### config.mk
export PLATFORM = sky130hd
export DESIGN_NAME = mtd_regs
export DESIGN_NICKNAME = d
export VERILOG_FILES = /design/src/mtd_pkg.sv /design/src/mtd_det_if.sv /design/src/mtd_det_latch.sv /design/src/mtd_regs.sv
export SDC_FILE = /design/constraint.sdc
export NUM_CORES = 1
export LEC_CHECK = 0
export ABC_AREA = 1
export BUFFER_PORTS_ARGS = -buffer_cell sky130_fd_sc_hd__buf_2
export CORE_MARGIN = 5
export CORE_UTILIZATION = 45
export CTS_BUF_LIST = sky130_fd_sc_hd__clkbuf_8
export DETAILED_ROUTE_END_ITERATION = 12
export GPL_TIMING_DRIVEN = 1
export PLACE_DENSITY_LB_ADDON = 0.3
export SLEW_MARGIN = 20
export SYNTH_ARGS = -nofsm -noshare
export SYNTH_HDL_FRONTEND = slang
export SYNTH_SLANG_ARGS = --single-unit
### constraint.sdc
create_clock -name clk_sys -period 2.75 [get_ports clk_sys]
set_input_delay 0.275 -clock clk_sys [delete_from_list [all_inputs] [get_ports clk_sys]]
set_output_delay 0.275 -clock clk_sys [all_outputs]
set_load 0.02 [all_outputs]
### src/mtd_pkg.sv
// constants shared by the threshold register bank and its testbench
package mtd_pkg;

  localparam int unsigned DATA_W = 16;
  localparam int unsigned ADDR_W = 10;
  localparam int unsigned CNT_W  = 6;

  // spi frame: header word then data word, msb first
  localparam int unsigned HDR_READ_BIT = 15;
  localparam logic [CNT_W-1:0] BITS_HDR   = 6'h10;
  localparam logic [CNT_W-1:0] BITS_FRAME = 6'h20;

  // register addresses
  localparam logic [ADDR_W-1:0] ADDR_STATUS     = 10'h002;
  localparam logic [ADDR_W-1:0] ADDR_FUNC_EN    = 10'h004;
  localparam logic [ADDR_W-1:0] ADDR_PHASE_LOSS = 10'h009;
  localparam logic [ADDR_W-1:0] ADDR_NEUTRAL_TH = 10'h00a;
  localparam logic [ADDR_W-1:0] ADDR_VTHD_TH    = 10'h00c;
  localparam logic [ADDR_W-1:0] ADDR_ITHD_TH    = 10'h00d;
  localparam logic [ADDR_W-1:0] ADDR_LOG        = 10'h00f;
  localparam logic [ADDR_W-1:0] ADDR_DET_CTRL   = 10'h010;
  localparam logic [ADDR_W-1:0] ADDR_DET_TH1    = 10'h011;
  localparam logic [ADDR_W-1:0] ADDR_DET_TH2    = 10'h012;
  localparam logic [ADDR_W-1:0] ADDR_DET_TH3    = 10'h013;

  // reset values
  localparam logic [DATA_W-1:0] RST_ZERO      = 16'h0000;
  localparam logic [DATA_W-1:0] RST_WARN_TH   = 16'h00ff;

  // second status / first function enable bit positions
  localparam int unsigned NEUTRAL_OV_BIT = 14;
  localparam int unsigned VTHD_OV_BIT    = 11;
  localparam int unsigned ITHD_OV_BIT    = 10;

  // writable bit masks
  localparam logic [DATA_W-1:0] FLAG_MASK     = 16'h4c00;
  localparam logic [DATA_W-1:0] DET_CTRL_MASK = 16'h003f;
  localparam logic [DATA_W-1:0] DET_TH_MASK   = 16'h7f7f;

endpackage

### src/mtd_det_if.sv
// detector configuration path between register bank and latches
`timescale 1ns/1ps
`default_nettype none
interface mtd_det_if;
  logic        load;
  logic [15:0] ctrl;
  logic [15:0] th1;
  logic [15:0] th2;
  logic [15:0] th3;
  logic [15:0] lat_ctrl;
  logic [15:0] lat_th1;
  logic [15:0] lat_th2;
  logic [15:0] lat_th3;

  modport bank (
    output load,
    output ctrl,
    output th1,
    output th2,
    output th3,
    input  lat_ctrl,
    input  lat_th1,
    input  lat_th2,
    input  lat_th3
  );

  modport latch (
    input  load,
    input  ctrl,
    input  th1,
    input  th2,
    input  th3,
    output lat_ctrl,
    output lat_th1,
    output lat_th2,
    output lat_th3
  );
endinterface
`default_nettype wire

### src/mtd_det_latch.sv
// reset-immune detector configuration latches
`timescale 1ns/1ps
`default_nettype none
module mtd_det_latch (
  input  wire logic clk_sys,
  mtd_det_if.latch  cfg
);

  typedef struct packed {
    logic [15:0] ctrl;
    logic [15:0] th1;
    logic [15:0] th2;
    logic [15:0] th3;
  } mtd_latch_s;

  mtd_latch_s lat_q;
  mtd_latch_s lat_d;

  // all four captured together on any load
  always_comb begin
    lat_d = lat_q;
    if (cfg.load) begin
      lat_d.ctrl = cfg.ctrl;
      lat_d.th1  = cfg.th1;
      lat_d.th2  = cfg.th2;
      lat_d.th3  = cfg.th3;
    end
  end

  // no reset and no power-mode input: contents kept until next load
  always_ff @(posedge clk_sys) begin
    lat_q <= lat_d;
  end

  assign cfg.lat_ctrl = lat_q.ctrl;
  assign cfg.lat_th1  = lat_q.th1;
  assign cfg.lat_th2  = lat_q.th2;
  assign cfg.lat_th3  = lat_q.th3;

endmodule
`default_nettype wire

### src/mtd_regs.sv
// threshold and detector register bank behind the spi slave
`timescale 1ns/1ps
`default_nettype none
module mtd_regs (
  input  wire logic        clk_sys,
  input  wire logic        srst,
  input  wire logic        spi_sclk,
  input  wire logic        spi_cs_n,
  input  wire logic        spi_mosi,
  output var  logic        spi_miso_o,
  output var  logic        spi_miso_oe,
  input  wire logic        meas_valid,
  input  wire logic [15:0] neutral_rms_ma,
  input  wire logic [15:0] voltage_thd,
  input  wire logic [15:0] current_thd,
  output var  logic [15:0] phase_loss_threshold_q,
  output var  logic [15:0] neutral_overcurrent_threshold_q,
  output var  logic [15:0] voltage_distortion_threshold_q,
  output var  logic [15:0] current_distortion_threshold_q,
  output var  logic [15:0] second_system_status_q,
  output var  logic        warn_irq_q,
  output var  logic [5:0]  det_powerdown_q,
  output var  logic [15:0] det_th1_q,
  output var  logic [15:0] det_th2_q,
  output var  logic [15:0] det_th3_q
);

  typedef struct packed {
    logic [2:0]  sclk_s;
    logic [2:0]  cs_s;
    logic [1:0]  mosi_s;
    logic [5:0]  cnt;
    logic [mtd_pkg::ADDR_W-1:0] addr;
    logic [15:0] rx;
    logic [15:0] tx;
    logic        rd;
    logic [15:0] rd_word;
    logic        miso;
    logic        miso_oe;
    logic [15:0] status;
    logic [15:0] func_en;
    logic [15:0] phase_loss;
    logic [15:0] neutral_th;
    logic [15:0] vthd_th;
    logic [15:0] ithd_th;
    logic [15:0] xfer_log;
    logic [15:0] det_ctrl;
    logic [15:0] det_th1;
    logic [15:0] det_th2;
    logic [15:0] det_th3;
    logic        load;
    logic        irq;
  } mtd_bank_s;

  mtd_bank_s st_q;
  mtd_bank_s st_d;

  mtd_det_if det_cfg ();

  mtd_det_latch u_det_latch (
    .clk_sys (clk_sys),
    .cfg     (det_cfg.latch)
  );

  // reset image of the bank; spi pins idle with chip select high
  function automatic mtd_bank_s rst_state();
    mtd_bank_s r;
    r            = '0;
    r.cs_s       = 3'h7;
    r.sclk_s     = 3'h7;
    r.status     = mtd_pkg::RST_ZERO;
    r.func_en    = mtd_pkg::RST_ZERO;
    r.phase_loss = mtd_pkg::RST_ZERO;
    r.neutral_th = mtd_pkg::RST_WARN_TH;
    r.vthd_th    = mtd_pkg::RST_WARN_TH;
    r.ithd_th    = mtd_pkg::RST_WARN_TH;
    r.xfer_log   = mtd_pkg::RST_ZERO;
    r.det_ctrl   = mtd_pkg::RST_ZERO;
    r.det_th1    = mtd_pkg::RST_ZERO;
    r.det_th2    = mtd_pkg::RST_ZERO;
    r.det_th3    = mtd_pkg::RST_ZERO;
    return r;
  endfunction

  // read data for an address, unmapped reads as zero
  function automatic logic [15:0] read_mux(
    input mtd_bank_s                      s,
    input logic [mtd_pkg::ADDR_W-1:0]     a
  );
    logic [15:0] v;
    v = mtd_pkg::RST_ZERO;
    if (a == mtd_pkg::ADDR_STATUS) begin
      v = s.status;
    end else if (a == mtd_pkg::ADDR_FUNC_EN) begin
      v = s.func_en;
    end else if (a == mtd_pkg::ADDR_PHASE_LOSS) begin
      v = s.phase_loss;
    end else if (a == mtd_pkg::ADDR_NEUTRAL_TH) begin
      v = s.neutral_th;
    end else if (a == mtd_pkg::ADDR_VTHD_TH) begin
      v = s.vthd_th;
    end else if (a == mtd_pkg::ADDR_ITHD_TH) begin
      v = s.ithd_th;
    end else if (a == mtd_pkg::ADDR_LOG) begin
      v = s.xfer_log;
    end else if (a == mtd_pkg::ADDR_DET_CTRL) begin
      v = s.det_ctrl & mtd_pkg::DET_CTRL_MASK;
    end else if (a == mtd_pkg::ADDR_DET_TH1) begin
      v = s.det_th1;
    end else if (a == mtd_pkg::ADDR_DET_TH2) begin
      v = s.det_th2;
    end else if (a == mtd_pkg::ADDR_DET_TH3) begin
      v = s.det_th3;
    end
    return v;
  endfunction

  // pin sample shifted into a three-stage synchroniser
  function automatic logic [2:0] sync_shift(
    input logic [2:0] s,
    input logic       pin
  );
    return {s[1:0], pin};
  endfunction

  // edge seen between the second and third synchroniser stage
  function automatic logic edge_seen(
    input logic [2:0] s,
    input logic       rising
  );
    return rising ? (s[1] & ~s[2]) : (~s[1] & s[2]);
  endfunction

  // one warning: fresh result above its threshold with the function enabled
  function automatic logic over_th(
    input logic        valid,
    input logic [15:0] value,
    input logic [15:0] th,
    input logic        en
  );
    return valid & en & (value > th);
  endfunction

  // flags keep only their own bits; a set beats a same-cycle clear
  function automatic logic [15:0] next_status(
    input logic [15:0] cur,
    input logic [15:0] clr_bits,
    input logic [15:0] set_bits
  );
    return ((cur & ~clr_bits) | set_bits) & mtd_pkg::FLAG_MASK;
  endfunction

  // any of the four detector registers
  function automatic logic is_det_addr(
    input logic [mtd_pkg::ADDR_W-1:0] a
  );
    return (a == mtd_pkg::ADDR_DET_CTRL)
        || (a == mtd_pkg::ADDR_DET_TH1)
        || (a == mtd_pkg::ADDR_DET_TH2)
        || (a == mtd_pkg::ADDR_DET_TH3);
  endfunction

  // register write; reserved detector bits dropped on the way in
  function automatic mtd_bank_s apply_write(
    input mtd_bank_s                  s,
    input logic [mtd_pkg::ADDR_W-1:0] a,
    input logic [15:0]                d
  );
    mtd_bank_s n;
    n = s;
    if (a == mtd_pkg::ADDR_FUNC_EN) begin
      n.func_en = d;
    end else if (a == mtd_pkg::ADDR_PHASE_LOSS) begin
      n.phase_loss = d;
    end else if (a == mtd_pkg::ADDR_NEUTRAL_TH) begin
      n.neutral_th = d;
    end else if (a == mtd_pkg::ADDR_VTHD_TH) begin
      n.vthd_th = d;
    end else if (a == mtd_pkg::ADDR_ITHD_TH) begin
      n.ithd_th = d;
    end else if (a == mtd_pkg::ADDR_DET_CTRL) begin
      n.det_ctrl = d & mtd_pkg::DET_CTRL_MASK;
    end else if (a == mtd_pkg::ADDR_DET_TH1) begin
      n.det_th1 = d & mtd_pkg::DET_TH_MASK;
    end else if (a == mtd_pkg::ADDR_DET_TH2) begin
      n.det_th2 = d & mtd_pkg::DET_TH_MASK;
    end else if (a == mtd_pkg::ADDR_DET_TH3) begin
      n.det_th3 = d & mtd_pkg::DET_TH_MASK;
    end
    n.load = is_det_addr(a);
    return n;
  endfunction

  logic                      sclk_rise;
  logic                      sclk_fall;
  logic                      cs_active;
  logic                      mosi_bit;
  logic [15:0]               rx_next;
  logic [mtd_pkg::ADDR_W-1:0] wr_addr;
  logic                      wr_en;
  logic [15:0]               wr_data;
  logic [15:0]               flag_clr;
  logic [15:0]               flag_set;
  logic                      neutral_over;
  logic                      vthd_over;
  logic                      ithd_over;

  always_comb begin
    st_d      = st_q;
    sclk_rise = 1'b0;
    sclk_fall = 1'b0;
    cs_active = 1'b0;
    mosi_bit  = 1'b0;
    rx_next   = '0;
    wr_addr   = '0;
    wr_en     = 1'b0;
    wr_data   = '0;
    flag_clr  = '0;
    flag_set  = '0;
    neutral_over = 1'b0;
    vthd_over    = 1'b0;
    ithd_over    = 1'b0;

    // pin synchronisers, first stage read only by the second
    st_d.sclk_s = sync_shift(st_q.sclk_s, spi_sclk);
    st_d.cs_s   = sync_shift(st_q.cs_s, spi_cs_n);
    st_d.mosi_s = {st_q.mosi_s[0], spi_mosi};
    sclk_rise   = edge_seen(st_q.sclk_s, 1'b1);
    sclk_fall   = edge_seen(st_q.sclk_s, 1'b0);
    cs_active   = ~st_q.cs_s[1];
    mosi_bit    = st_q.mosi_s[1];
    st_d.load   = 1'b0;
    st_d.miso_oe = cs_active;

    // spi frame engine
    if (!cs_active) begin
      st_d.cnt  = '0;
      st_d.miso = 1'b0;
    end else if (sclk_rise && (st_q.cnt < mtd_pkg::BITS_FRAME)) begin
      rx_next  = {st_q.rx[14:0], mosi_bit};
      st_d.rx  = rx_next;
      st_d.cnt = st_q.cnt + 6'h01;
      if (st_q.cnt == (mtd_pkg::BITS_HDR - 6'h01)) begin
        st_d.rd      = rx_next[mtd_pkg::HDR_READ_BIT];
        st_d.rd_word = read_mux(st_q, rx_next[mtd_pkg::ADDR_W-1:0]);
        st_d.tx      = st_d.rd_word;
        wr_addr      = rx_next[mtd_pkg::ADDR_W-1:0];
        st_d.addr    = wr_addr;
      end
      if (st_q.cnt == (mtd_pkg::BITS_FRAME - 6'h01)) begin
        if (st_q.rd) begin
          st_d.xfer_log = st_q.rd_word;
        end else begin
          st_d.xfer_log = rx_next;
          wr_en         = 1'b1;
          wr_data       = rx_next;
        end
      end
    end else if (sclk_fall && st_q.rd && (st_q.cnt >= mtd_pkg::BITS_HDR)
                 && (st_q.cnt < mtd_pkg::BITS_FRAME)) begin
      st_d.miso = st_q.tx[15];
      st_d.tx   = {st_q.tx[14:0], 1'b0};
    end

    // register writes land on the last data bit, header address kept
    if (wr_en) begin
      wr_addr = st_q.addr;
      st_d    = apply_write(st_d, wr_addr, wr_data);
      if (wr_addr == mtd_pkg::ADDR_STATUS) begin
        flag_clr = wr_data & mtd_pkg::FLAG_MASK;
      end
    end

    // warning flags from the metering results
    neutral_over = over_th(meas_valid, neutral_rms_ma, st_q.neutral_th,
                           st_q.func_en[mtd_pkg::NEUTRAL_OV_BIT]);
    vthd_over    = over_th(meas_valid, voltage_thd, st_q.vthd_th,
                           st_q.func_en[mtd_pkg::VTHD_OV_BIT]);
    ithd_over    = over_th(meas_valid, current_thd, st_q.ithd_th,
                           st_q.func_en[mtd_pkg::ITHD_OV_BIT]);
    flag_set[mtd_pkg::NEUTRAL_OV_BIT] = neutral_over;
    flag_set[mtd_pkg::VTHD_OV_BIT]    = vthd_over;
    flag_set[mtd_pkg::ITHD_OV_BIT]    = ithd_over;
    st_d.status = next_status(st_q.status, flag_clr, flag_set);

    // interrupt needs the flag and its enable bit
    st_d.irq = |(st_d.status & st_d.func_en & mtd_pkg::FLAG_MASK);
  end

  // synchronous reset; the detector latches sit outside and never see it
  always_ff @(posedge clk_sys) begin
    if (srst) begin
      st_q <= rst_state();
    end else begin
      st_q <= st_d;
    end
  end

  // spi data pin and its enable
  assign spi_miso_o  = st_q.miso;
  assign spi_miso_oe = st_q.miso_oe;

  // thresholds, status and interrupt
  assign phase_loss_threshold_q          = st_q.phase_loss;
  assign neutral_overcurrent_threshold_q = st_q.neutral_th;
  assign voltage_distortion_threshold_q  = st_q.vthd_th;
  assign current_distortion_threshold_q  = st_q.ithd_th;
  assign second_system_status_q          = st_q.status;
  assign warn_irq_q                      = st_q.irq;

  // bank copy towards the latches, taken one cycle after the write
  assign det_cfg.load = st_q.load;
  assign det_cfg.ctrl = st_q.det_ctrl;
  assign det_cfg.th1  = st_q.det_th1;
  assign det_cfg.th2  = st_q.det_th2;
  assign det_cfg.th3  = st_q.det_th3;

  // detector outputs show the latches, not the bank
  assign det_powerdown_q = det_cfg.lat_ctrl[$bits(det_powerdown_q)-1:0];
  assign det_th1_q       = det_cfg.lat_th1;
  assign det_th2_q       = det_cfg.lat_th2;
  assign det_th3_q       = det_cfg.lat_th3;

endmodule
`default_nettype wire

==> flow_metrics.tcl, run 1 <==
set metrics [dict create \
    grt_max_degree 61 \
    antenna_found_initial 0 \
    dieArea_um2 32100 \
    critPathBufInv 1 \
    fp.dieH_um 179 \
    fin_crit_ps 2450 \
    cts_tree "yes" \
    ios 191 \
    rows 62 \
    layout.nets 1872 \
    synth_top_area_cell "dfxtp_1" \
    drive_gt1_share_pct 17.9 \
    fin_cells 2190 \
    clock_latency_ps 550 \
    timing_hold_violations_final 0 \
    synth_seq_cells 270 \
    critical-path-max-stage-delay_ps 380 \
    synth_edf_count 48 \
    clockPowerShare_pct 46.0 \
    cpMostUsedCell "nor2_2" \
    n_antenna_cell 0 \
    setup_tns_ps 0 \
    dp_slack_ps 232 \
    seq_area_frac_synth_pct 45.7 \
    cpMaxStageDelayCell "inv_2" \
    dp.cells 2103 \
    place_hpwl_um 31000 \
    finalCritPeriodShare_pct 89.0 \
    max_freq_mhz 409 \
    combPwrFrac_pct 3.1 \
    hold_path_depth 3 \
    placed_area_um2 13700 \
    netSwitchingPower_mw 1.79 \
    die_w_um 179 \
    finalPower_mw 7.89 \
    vias 11500 \
    hold_slack_ps 93.4 \
    crit_type "reg -> reg" \
    grt.total_usage_pct 24.8 \
    core-area_um2 28500 \
    drt-pass1-iter-count 5 \
    maxCapViolCount 0 \
    rr_worst_depth 10 \
    crit_chain "ha_1, nand3_1, nand3b_1, nor2_2, nand2_1, nor2_2, nand4_1, inv_2, o21ai_0, a21oi_1" \
    path_depth 10 \
    area_growth_pct 13.7 \
    hold_path_class "in -> reg" \
    clockBufferDepth 3 \
    fin_area_um2 14600 \
    relSlewSlack_pct 31.4 \
    cp_max_fo 24 \
    finalSetupViolCount 0 \
    required_ps 3220 \
    crit_path_end_kind "flop" \
    tightest_slew_ps 1030 \
    yosysWarnings 0 \
    first_global_vias 10900 \
    cts.sinks 270 \
    arrival_ps 2920 \
    setup_ws_ps 304 \
    synth_area_leaders "dfxtp_1 35%, edfxtp_1 11%, nand2_1 9.3%, a21oi_1 6.5%, buf_4 5.2%" \
    initial_core_util_pct 45.2 \
    route.detailed.drc 0 \
    first_iter_violations 1007 \
    grt_pass1_wl_um 61700 \
    port_buffers 171 \
    final_util_pct 51.4 \
    synth_top_area_share_pct 34.5 \
    vias_per_cell 5.26 \
    postSynth.asyncResetShare_pct 0 \
    clk_pin_slew_ps 60 \
    post-cts-setup-buffers 0 \
    root_buffer "clkbuf_8" \
    status "finished, final reports clean" \
    routedWlPerCell_um 18.6 \
    vdd_ir_drop_max_v 0.000339 \
    drtAntennaViolNets 0 \
    crit_family "simple AND/OR/NAND/NOR gates" \
    ys_types 43 \
    grt-ovfl-total 0 \
    cp-start-kind "flop" \
    avgSynthCellArea_um2 7.84 \
    cts_buffers 45 \
    skew_ps 17.2 \
    p_leak_nw 6.39 \
    pwr-share-seq_pct 50.9 \
    ys_top_cells_by_count "320 x nand2_1, 222 x dfxtp_1, 178 x inv_1, 166 x a21oi_1, 148 x nor2_1" \
    slew_violations 0 \
    yosysMostFrequentCell "nand2_1" \
    rsz0062_at_grt "no" \
    switching_share_pct 22.6 \
    htreeDepth 2 \
    syn-instance-count 1643 \
    netlist_area_um2 12900 \
    routed_wl_um 40700 \
    p_int_mw 6.11 \
    cellPowerDensity_nw_per_um2 539 \
    synthFlopType "dfxtp_1" \
    gp_congestion 1.00 \
]
## per-layer routing
layer / GRT usage [%] / wire length, um
met1: 34.2 / 18100
met2: 40.5 / 18800
met3: 3.56 / 2780
met4: 7.27 / 1070
met5: 0 / 0
## worst register-to-register path, stage by stage, from the launching register on
cell and delay, ps:
dfxtp_1 350, ha_1 190, nand3_1 120, nand3b_1 190, nor2_2 120, nand2_1 200
nor2_2 280, nand4_1 280, inv_2 390, o21ai_0 130, a21oi_1 130
## cell families after synthesis
logic type | after synthesis | share of synthesized area [%]
compound gates | 400 | 17.7
xor+xnor | 1 | 0.0680
fa+ha+maj | 49 | 4.76
buf+inv | 344 | 12.9
flops | 270 | 45.7
other cells | 1 | 0.0291
simple gates | 578 | 18.9
## area by class of cell
cell class	instances	area, um2
clock inverters	29	185
flip-flops and latches	270	5890
well taps	384	480
repair buffers	218	1230
multi-input cells	1047	5400
fillers	2850	13800
clock buffers	55	757
inverters	187	702
## state kept, by name, indices dropped and copies added, names as in the netlist, 14 cells and up
register	flops
neutral_overcurrent_threshold_q	16
det_cfg.th2	14
voltage_distortion_threshold_q	16
u_det_latch.cfg.lat_th1	14
det_cfg.th3	14
det_cfg.th1	14
u_det_latch.cfg.lat_th3	14
current_distortion_threshold_q	16
u_det_latch.cfg.lat_th2	14
st_q	102
phase_loss_threshold_q	16
## path summary, 6_finish.rpt
path,end,slack [ps],from
worst max-delay path,det_cfg.th2[1]$_SDFFE_PP0P_,300,st_q[240]$_SDFFE_PP0P_
worst min-delay path,second_system_status_q[10]$_SDFF_PP0_,90,meas_valid
worst max register to register,det_cfg.th2[1]$_SDFFE_PP0P_,300,st_q[240]$_SDFFE_PP0P_
worst min register to register,st_q[248]$_SDFF_PP1_,400,st_q[247]$_SDFF_PP1_
## power groups by stage
stage	sequential, mW	combinational [mW]	clock (mW)
3_3_place_gp	4.10	0.230	0
2_1_floorplan	4.10	0.165	0
6_report	4.02	0.242	3.63
3_5_place_dp	4.10	0.237	0
5_1_grt	4.02	0.270	3.88
4_1_cts	4.02	0.240	3.67
## placed cells by master (no fill, tap or decap), types with 4 or more instances in the layout
master,count
nand2_1,319
dfxtp_1,221
inv_1,189
buf_2,170
a21oi_1,166
nor2_1,148
o21ai_0,128
clkbuf_8,55
nand3_1,49
ha_1,49
edfxtp_1,48
buf_4,44
a211oi_1,26
nand4_1,25
a31oi_1,21
o211ai_1,19
conb_1,19
or2_2,10
a211oi_2,10
inv_2,9
nor3_1,9
o21ai_1,9
o21bai_1,9
clkinv_2,7
clkinv_1,5
nor4_1,4
nor2_2,4
o31ai_1,4
clkinvlp_4,4
## what timing repair did
| item | in CTS | in global routing |
|---|---|---|
| gates resized for setup | 0 | 1 |
| hold endpoints to repair | 3 | 0 |
| hold buffers | 3 | 0 |
| setup endpoints to repair | 0 | 4 |
(Power assumes the default switching activity.)
==> run 2, diff against run 1 <==
ABC_AREA = not set   (was 1)
==> flow_metrics.tcl, run 2 <==
set metrics [dict create \
    path_depth 5 \
    finalCritPeriodShare_pct 96.5 \
    cts.sinks 270 \
    synth_top_area_share_pct 34.8 \
    hp-start "srst" \
    ys_types 71 \
    htreeDepth 2 \
    hold_path_depth 2 \
    cp_max_fo 12 \
    area_growth_pct 17.3 \
    multiInputGateArea_um2 5720 \
    synth_mux_area_share_pct 3.64 \
    root_buffer "clkbuf_8" \
    rsz0062_at_grt "yes" \
    critPathBufInv 0 \
    largest_reg_flops 102 \
    synthAdderAreaFrac_pct 4.80 \
    num-fill-cells 2685 \
    critical-path-max-stage-delay_ps 580 \
    finalSetupViolCount 0 \
    fp.dieH_um 178 \
    ios 191 \
    dieArea_um2 31900 \
    synth_top_family_by_area "simple AND/OR/NAND/NOR gates" \
    max_freq_mhz 377 \
    crit_type "reg -> reg" \
    synthSimpleGateAreaFrac_pct 19.2 \
    synth_edf_count 48 \
    status "finished, final reports clean" \
    place_hpwl_um 31200 \
    route.detailed.drc 0 \
    routed_wl_um 42300 \
    dp.cells 1951 \
    drtAntennaViolNets 0 \
    skew_ps 41.9 \
    clock_latency_ps 580 \
    avgSynthCellArea_um2 8.65 \
    grt_max_degree 113 \
    maxCapViolCount 0 \
    tightest_slew_ps 1020 \
    synth_seq_cells 270 \
    hold_path_class "in -> reg" \
    port_buffers 171 \
    clockBufferDepth 3 \
    regMostFlops "st_q" \
    netlist_area_um2 12800 \
    seq_area_frac_synth_pct 46.1 \
    syn-instance-count 1477 \
    n_antenna_cell 0 \
    core-area_um2 27900 \
    cp-start-kind "flop" \
    gp_congestion 1.01 \
    antenna_found_initial 0 \
    r2r_slack_ps 100 \
    ys_top_cells_by_count "289 x nand2_1, 222 x dfxtp_1, 163 x a21oi_1, 96 x clkbuf_1, 86 x buf_4" \
    crit_family "simple AND/OR/NAND/NOR gates" \
    postSynth.asyncResetShare_pct 0 \
    drive_gt1_share_pct 23.2 \
    setup_tns_ps 0 \
    yosysWarnings 0 \
    first_iter_violations 1246 \
    crit_chain "or4b_4, or4_4, or3_4, or4_1, o21ai_0" \
    arrival_ps 3130 \
    r2r_end "st_q[200]$_SDFFE_PP0P_" \
    layout_common_cells "289 x nand2_1, 218 x dfxtp_1, 170 x buf_2" \
    relSlewSlack_pct 31.7 \
    initial_core_util_pct 45.7 \
    finalPower_mw 7.97 \
    die_w_um 178 \
    slew_violations 0 \
    vias 11400 \
    layout.nets 1726 \
    vias_per_cell 5.58 \
    cellPowerDensity_nw_per_um2 532 \
    timing_hold_violations_final 0 \
    reg2reg_from "st_q[252]$_SDFF_PP1_" \
    ff_latch_area_um2 5890 \
    grt-ovfl-total 0 \
    p_leak_nw 5.89 \
    synthFlopType "dfxtp_1" \
    synth-xor-area-share_pct 0.206 \
    grt_pass1_wl_um 63700 \
    cpMaxStageDelayCell "or4_1" \
    fin_crit_ps 2650 \
    fin_cells 2036 \
    post-cts-setup-buffers 0 \
    rr_worst_depth 5 \
    first_global_vias 10800 \
    cts_tree "yes" \
    synth_compound_gate_area_share_pct 16.0 \
    synth_area_leaders "dfxtp_1 35%, edfxtp_1 11%, nand2_1 8.5%, a21oi_1 6.4%, buf_4 5.1%" \
    required_ps 3220 \
    whs_endpoint "st_q[160]$_SDFF_PP0_" \
    crit_path_end_kind "flop" \
    grt.total_usage_pct 26.0 \
    rows 61 \
    yosysMostFrequentCell "nand2_1" \
    drt-pass1-iter-count 5 \
    cts_buffers 45 \
    routedWlPerCell_um 20.8 \
    synth_top_area_cell "dfxtp_1" \
    clk_pin_slew_ps 60 \
    layout_commonest_cell "nand2_1" \
    vdd_ir_drop_max_v 0.000308 \
]
run 2: cell types whose count changed in the layout (fill, tap and decap cells not counted), moves of 11 or more:
cell / before / now
nand3_1: 49 / 70
a22oi_1: 0 / 11
buf_4: 44 / 94
nand2_1: 319 / 289
a31oi_1: 21 / 4
nor2_1: 148 / 61
inv_1: 189 / 67
o21ai_0: 128 / 25
and3_1: 0 / 15
mux2i_1: 0 / 24
o22ai_1: 0 / 13
run 2: worst max path at each step:
stage	start	end	slack (ps)
CTS	st_q[252]$_SDFF_PP1_	st_q[208]$_SDFFE_PP0P_	20
global route	st_q[251]$_SDFF_PP1_	neutral_overcurrent_threshold_q[3]$_SDFFE_PP1P_	-10
global placement	st_q[252]$_SDFF_PP1_	st_q[211]$_SDFFE_PP0P_	50
detailed placement	st_q[252]$_SDFF_PP1_	st_q[208]$_SDFFE_PP0P_	60
floorplan	st_q[252]$_SDFF_PP1_	st_q[201]$_SDFFE_PP0P_	-20
finish	st_q[252]$_SDFF_PP1_	st_q[200]$_SDFFE_PP0P_	100
run 2: layer usage:
metal / vias up / wire, um / global-route usage, %
met1: 5376 / 17800 / 35.4
met3: 89 / 4040 / 6.08
met5: - / 0 / 0
met2: 519 / 19100 / 40.7
met4: 0 / 1340 / 8.89
li1: 5378 / - / -
run 2: logic make-up after synthesis:
kind of cell / after synthesis
compound gates: 329
xor+xnor: 3
fa+ha+maj: 49
buf+inv: 251
flops: 270
mux: 38
other cells: 1
simple gates: 536
run 2: metrics by stage:
stage | hold WS, ps | util [%] | cell area, um2 | setup slack (ps)
2_1_floorplan | 379 | - | 12800 | -19.1
3_3_place_gp | 405 | 50.0 | 14000 | 53.7
3_5_place_dp | 405 | 50.0 | 14000 | 55.0
4_1_cts | 145 | 53.5 | 15000 | 22.2
5_1_grt | 184 | 53.6 | 15000 | -14.7
6_report | 175 | 53.6 | 15000 | 95.7
run 2: where the power goes:
group | switching, mW | leakage, nW | internal (mW) | total (mW)
combinational | 0.159 | 3.13 | 0.0890 | 0.248
sequential | 0.00300 | 2.24 | 4.01 | 4.02
clock | 1.66 | 0.529 | 2.04 | 3.70
total | 1.82 | 5.89 | 6.15 | 7.97
run 2: cell type report:
class                           count  share of cell area [%]
Clock inverter                     26                    1.20
Inverter                           57                    1.43
Timing Repair Buffer              275                    11.6
Tap cell                          378                    3.16
Clock buffer                       56                    5.14
Sequential cell                   270                    39.3
Multi-Input combinational cell    974                    38.2
run 2: what timing repair did:
action,4_1_cts,5_1_grt
setup endpoints to repair,0,13
hold buffers,3,0
endpoints found under the hold margin,3,0
gates resized for setup,0,8
==> run 3, diff against run 2 <==
clock period = 3.05 ns   (was 2.75 ns; I/O delays follow)
==> flow_metrics.tcl, run 3 (synthesized netlist as in run 2, its figures left out) <==
set metrics [dict create \
    rr_worst_depth 6 \
    max_freq_mhz 346 \
    drt-pass1-iter-count 7 \
    layout.nets 1686 \
    skew_ps 25.6 \
    cellPowerDensity_nw_per_um2 485 \
    ios 191 \
    p_leak_nw 5.69 \
    first_iter_violations 1230 \
    htreeDepth 2 \
    relSlewSlack_pct 31.2 \
    crit_family "simple AND/OR/NAND/NOR gates" \
    final_util_pct 52.3 \
    rows 61 \
    n_antenna_cell 0 \
    finalPower_mw 7.09 \
    arrival_ps 3390 \
    clockBufferDepth 3 \
    regMostFlops "st_q" \
    post-cts-setup-buffers 0 \
    cp-start-kind "flop" \
    place_hpwl_um 29300 \
    clock_latency_ps 570 \
    required_ps 3550 \
    vias_per_cell 5.58 \
    route.detailed.drc 0 \
    cpMaxStageDelayCell "o41ai_2" \
    whs_endpoint "st_q[160]$_SDFF_PP0_" \
    area_growth_pct 14.3 \
    largest_reg_flops 102 \
    slew_violations 0 \
    status "finished, final reports clean" \
    setup_tns_ps 0 \
    first_global_vias 10500 \
    critical-path-max-stage-delay_ps 610 \
    finalCritPeriodShare_pct 94.8 \
    rsz0062_at_grt "no" \
    ff_latch_area_um2 5890 \
    crit_path_end_kind "flop" \
    gp_congestion 0.968 \
    setup_ws_ps 158 \
    vdd_ir_drop_max_v 0.000273 \
    die_w_um 178 \
    grt.total_usage_pct 25.2 \
    antenna_found_initial 1 \
    core-area_um2 27900 \
    grt_max_degree 155 \
    routedWlPerCell_um 20.6 \
    clk_pin_slew_ps 60 \
    hold_path_class "in -> reg" \
    grt-ovfl-total 0 \
    fp.dieH_um 178 \
    cts.sinks 270 \
    tightest_slew_ps 1030 \
    maxCapViolCount 0 \
    crit_type "reg -> reg" \
    vias 11200 \
    grt_pass1_wl_um 62100 \
    path_depth 6 \
    hold_path_depth 2 \
    dp_slack_ps -15.6 \
    initial_core_util_pct 45.7 \
    num-fill-cells 2665 \
    cts_buffers 45 \
    multiInputGateArea_um2 5710 \
    routed_wl_um 41100 \
    r2r_slack_ps 160 \
    drive_gt1_share_pct 20.7 \
    root_buffer "clkbuf_8" \
    critPathBufInv 0 \
    layout_common_cells "289 x nand2_1, 220 x dfxtp_1, 170 x buf_2" \
    fin_crit_ps 2890 \
    crit_chain "or4b_4, or4_4, nor3_1, o21ai_0, o41ai_2, o21bai_1" \
    reg2reg_from "st_q[244]$_SDFFE_PP0P_" \
    cts_tree "yes" \
    port_buffers 171 \
    layout_commonest_cell "nand2_1" \
    drtAntennaViolNets 0 \
    dieArea_um2 31900 \
    finalSetupViolCount 0 \
    cp_max_fo 7 \
    timing_hold_violations_final 0 \
    hp-start "srst" \
    r2r_end "st_q[211]$_SDFFE_PP0P_" \
]
-- run 3: cell count changes in the layout (fill, tap and decap cells not counted), sizes merged --
cell,previous run,this run
buf,272,232
clkinvlp,2,1
bufinv,2,1
inv,69,73
-- run 3: what timing repair did --
item,4_1_cts,5_1_grt
endpoints found under the setup margin,1,2
hold endpoints to repair,3,0
cloned,0,0
hold buffers,3,0
gates resized for setup,1,1
-- run 3: metal layers --
| metal | up-vias | wire [um] | GRT usage (%) |
|---|---|---|---|
| met5 | - | 13 | 0 |
| met4 | 2 | 1010 | 7.07 |
| met3 | 73 | 4100 | 6.74 |
| met2 | 563 | 18600 | 39.5 |
| met1 | 5217 | 17400 | 34.5 |
| li1 | 5303 | - | - |
-- run 3: worst max-delay path by stage --
stage / startpoint / to
global route: st_q[244]$_SDFFE_PP0P_ / st_q[211]$_SDFFE_PP0P_
detailed placement: st_q[244]$_SDFFE_PP0P_ / st_q[211]$_SDFFE_PP0P_
finish: st_q[244]$_SDFFE_PP0P_ / st_q[211]$_SDFFE_PP0P_
CTS: st_q[244]$_SDFFE_PP0P_ / st_q[208]$_SDFFE_PP0P_
floorplan: st_q[244]$_SDFFE_PP0P_ / st_q[201]$_SDFFE_PP0P_
global placement: st_q[244]$_SDFFE_PP0P_ / st_q[211]$_SDFFE_PP0P_
-- run 3: layout make-up --
cell class,count,share of cell area (%)
clock buffers,56,5.28
clock inverters,28,1.11
inverters,57,1.47
multi-input cells,974,39.1
flip-flops and latches,270,40.3
well taps,378,3.24
repair buffers,235,9.48
-- run 3: stage by stage --
stage                     hold WS [ps]  cells  instance area (um2)
after global routing               152   1998                14600
after floorplan                    389   1495                12800
after detailed placement           409   1911                13600
final                              152   1998                14600
after global placement             407   1911                13600
after CTS                          122   1998                14600
-- run 3: where the power goes --
part | switching [mW] | total (mW) | internal [mW]
registers | 0.00242 | 3.62 | 3.62
clock network | 1.49 | 3.25 | 1.76
logic | 0.141 | 0.219 | 0.0772
total | 1.63 | 7.09 | 5.46
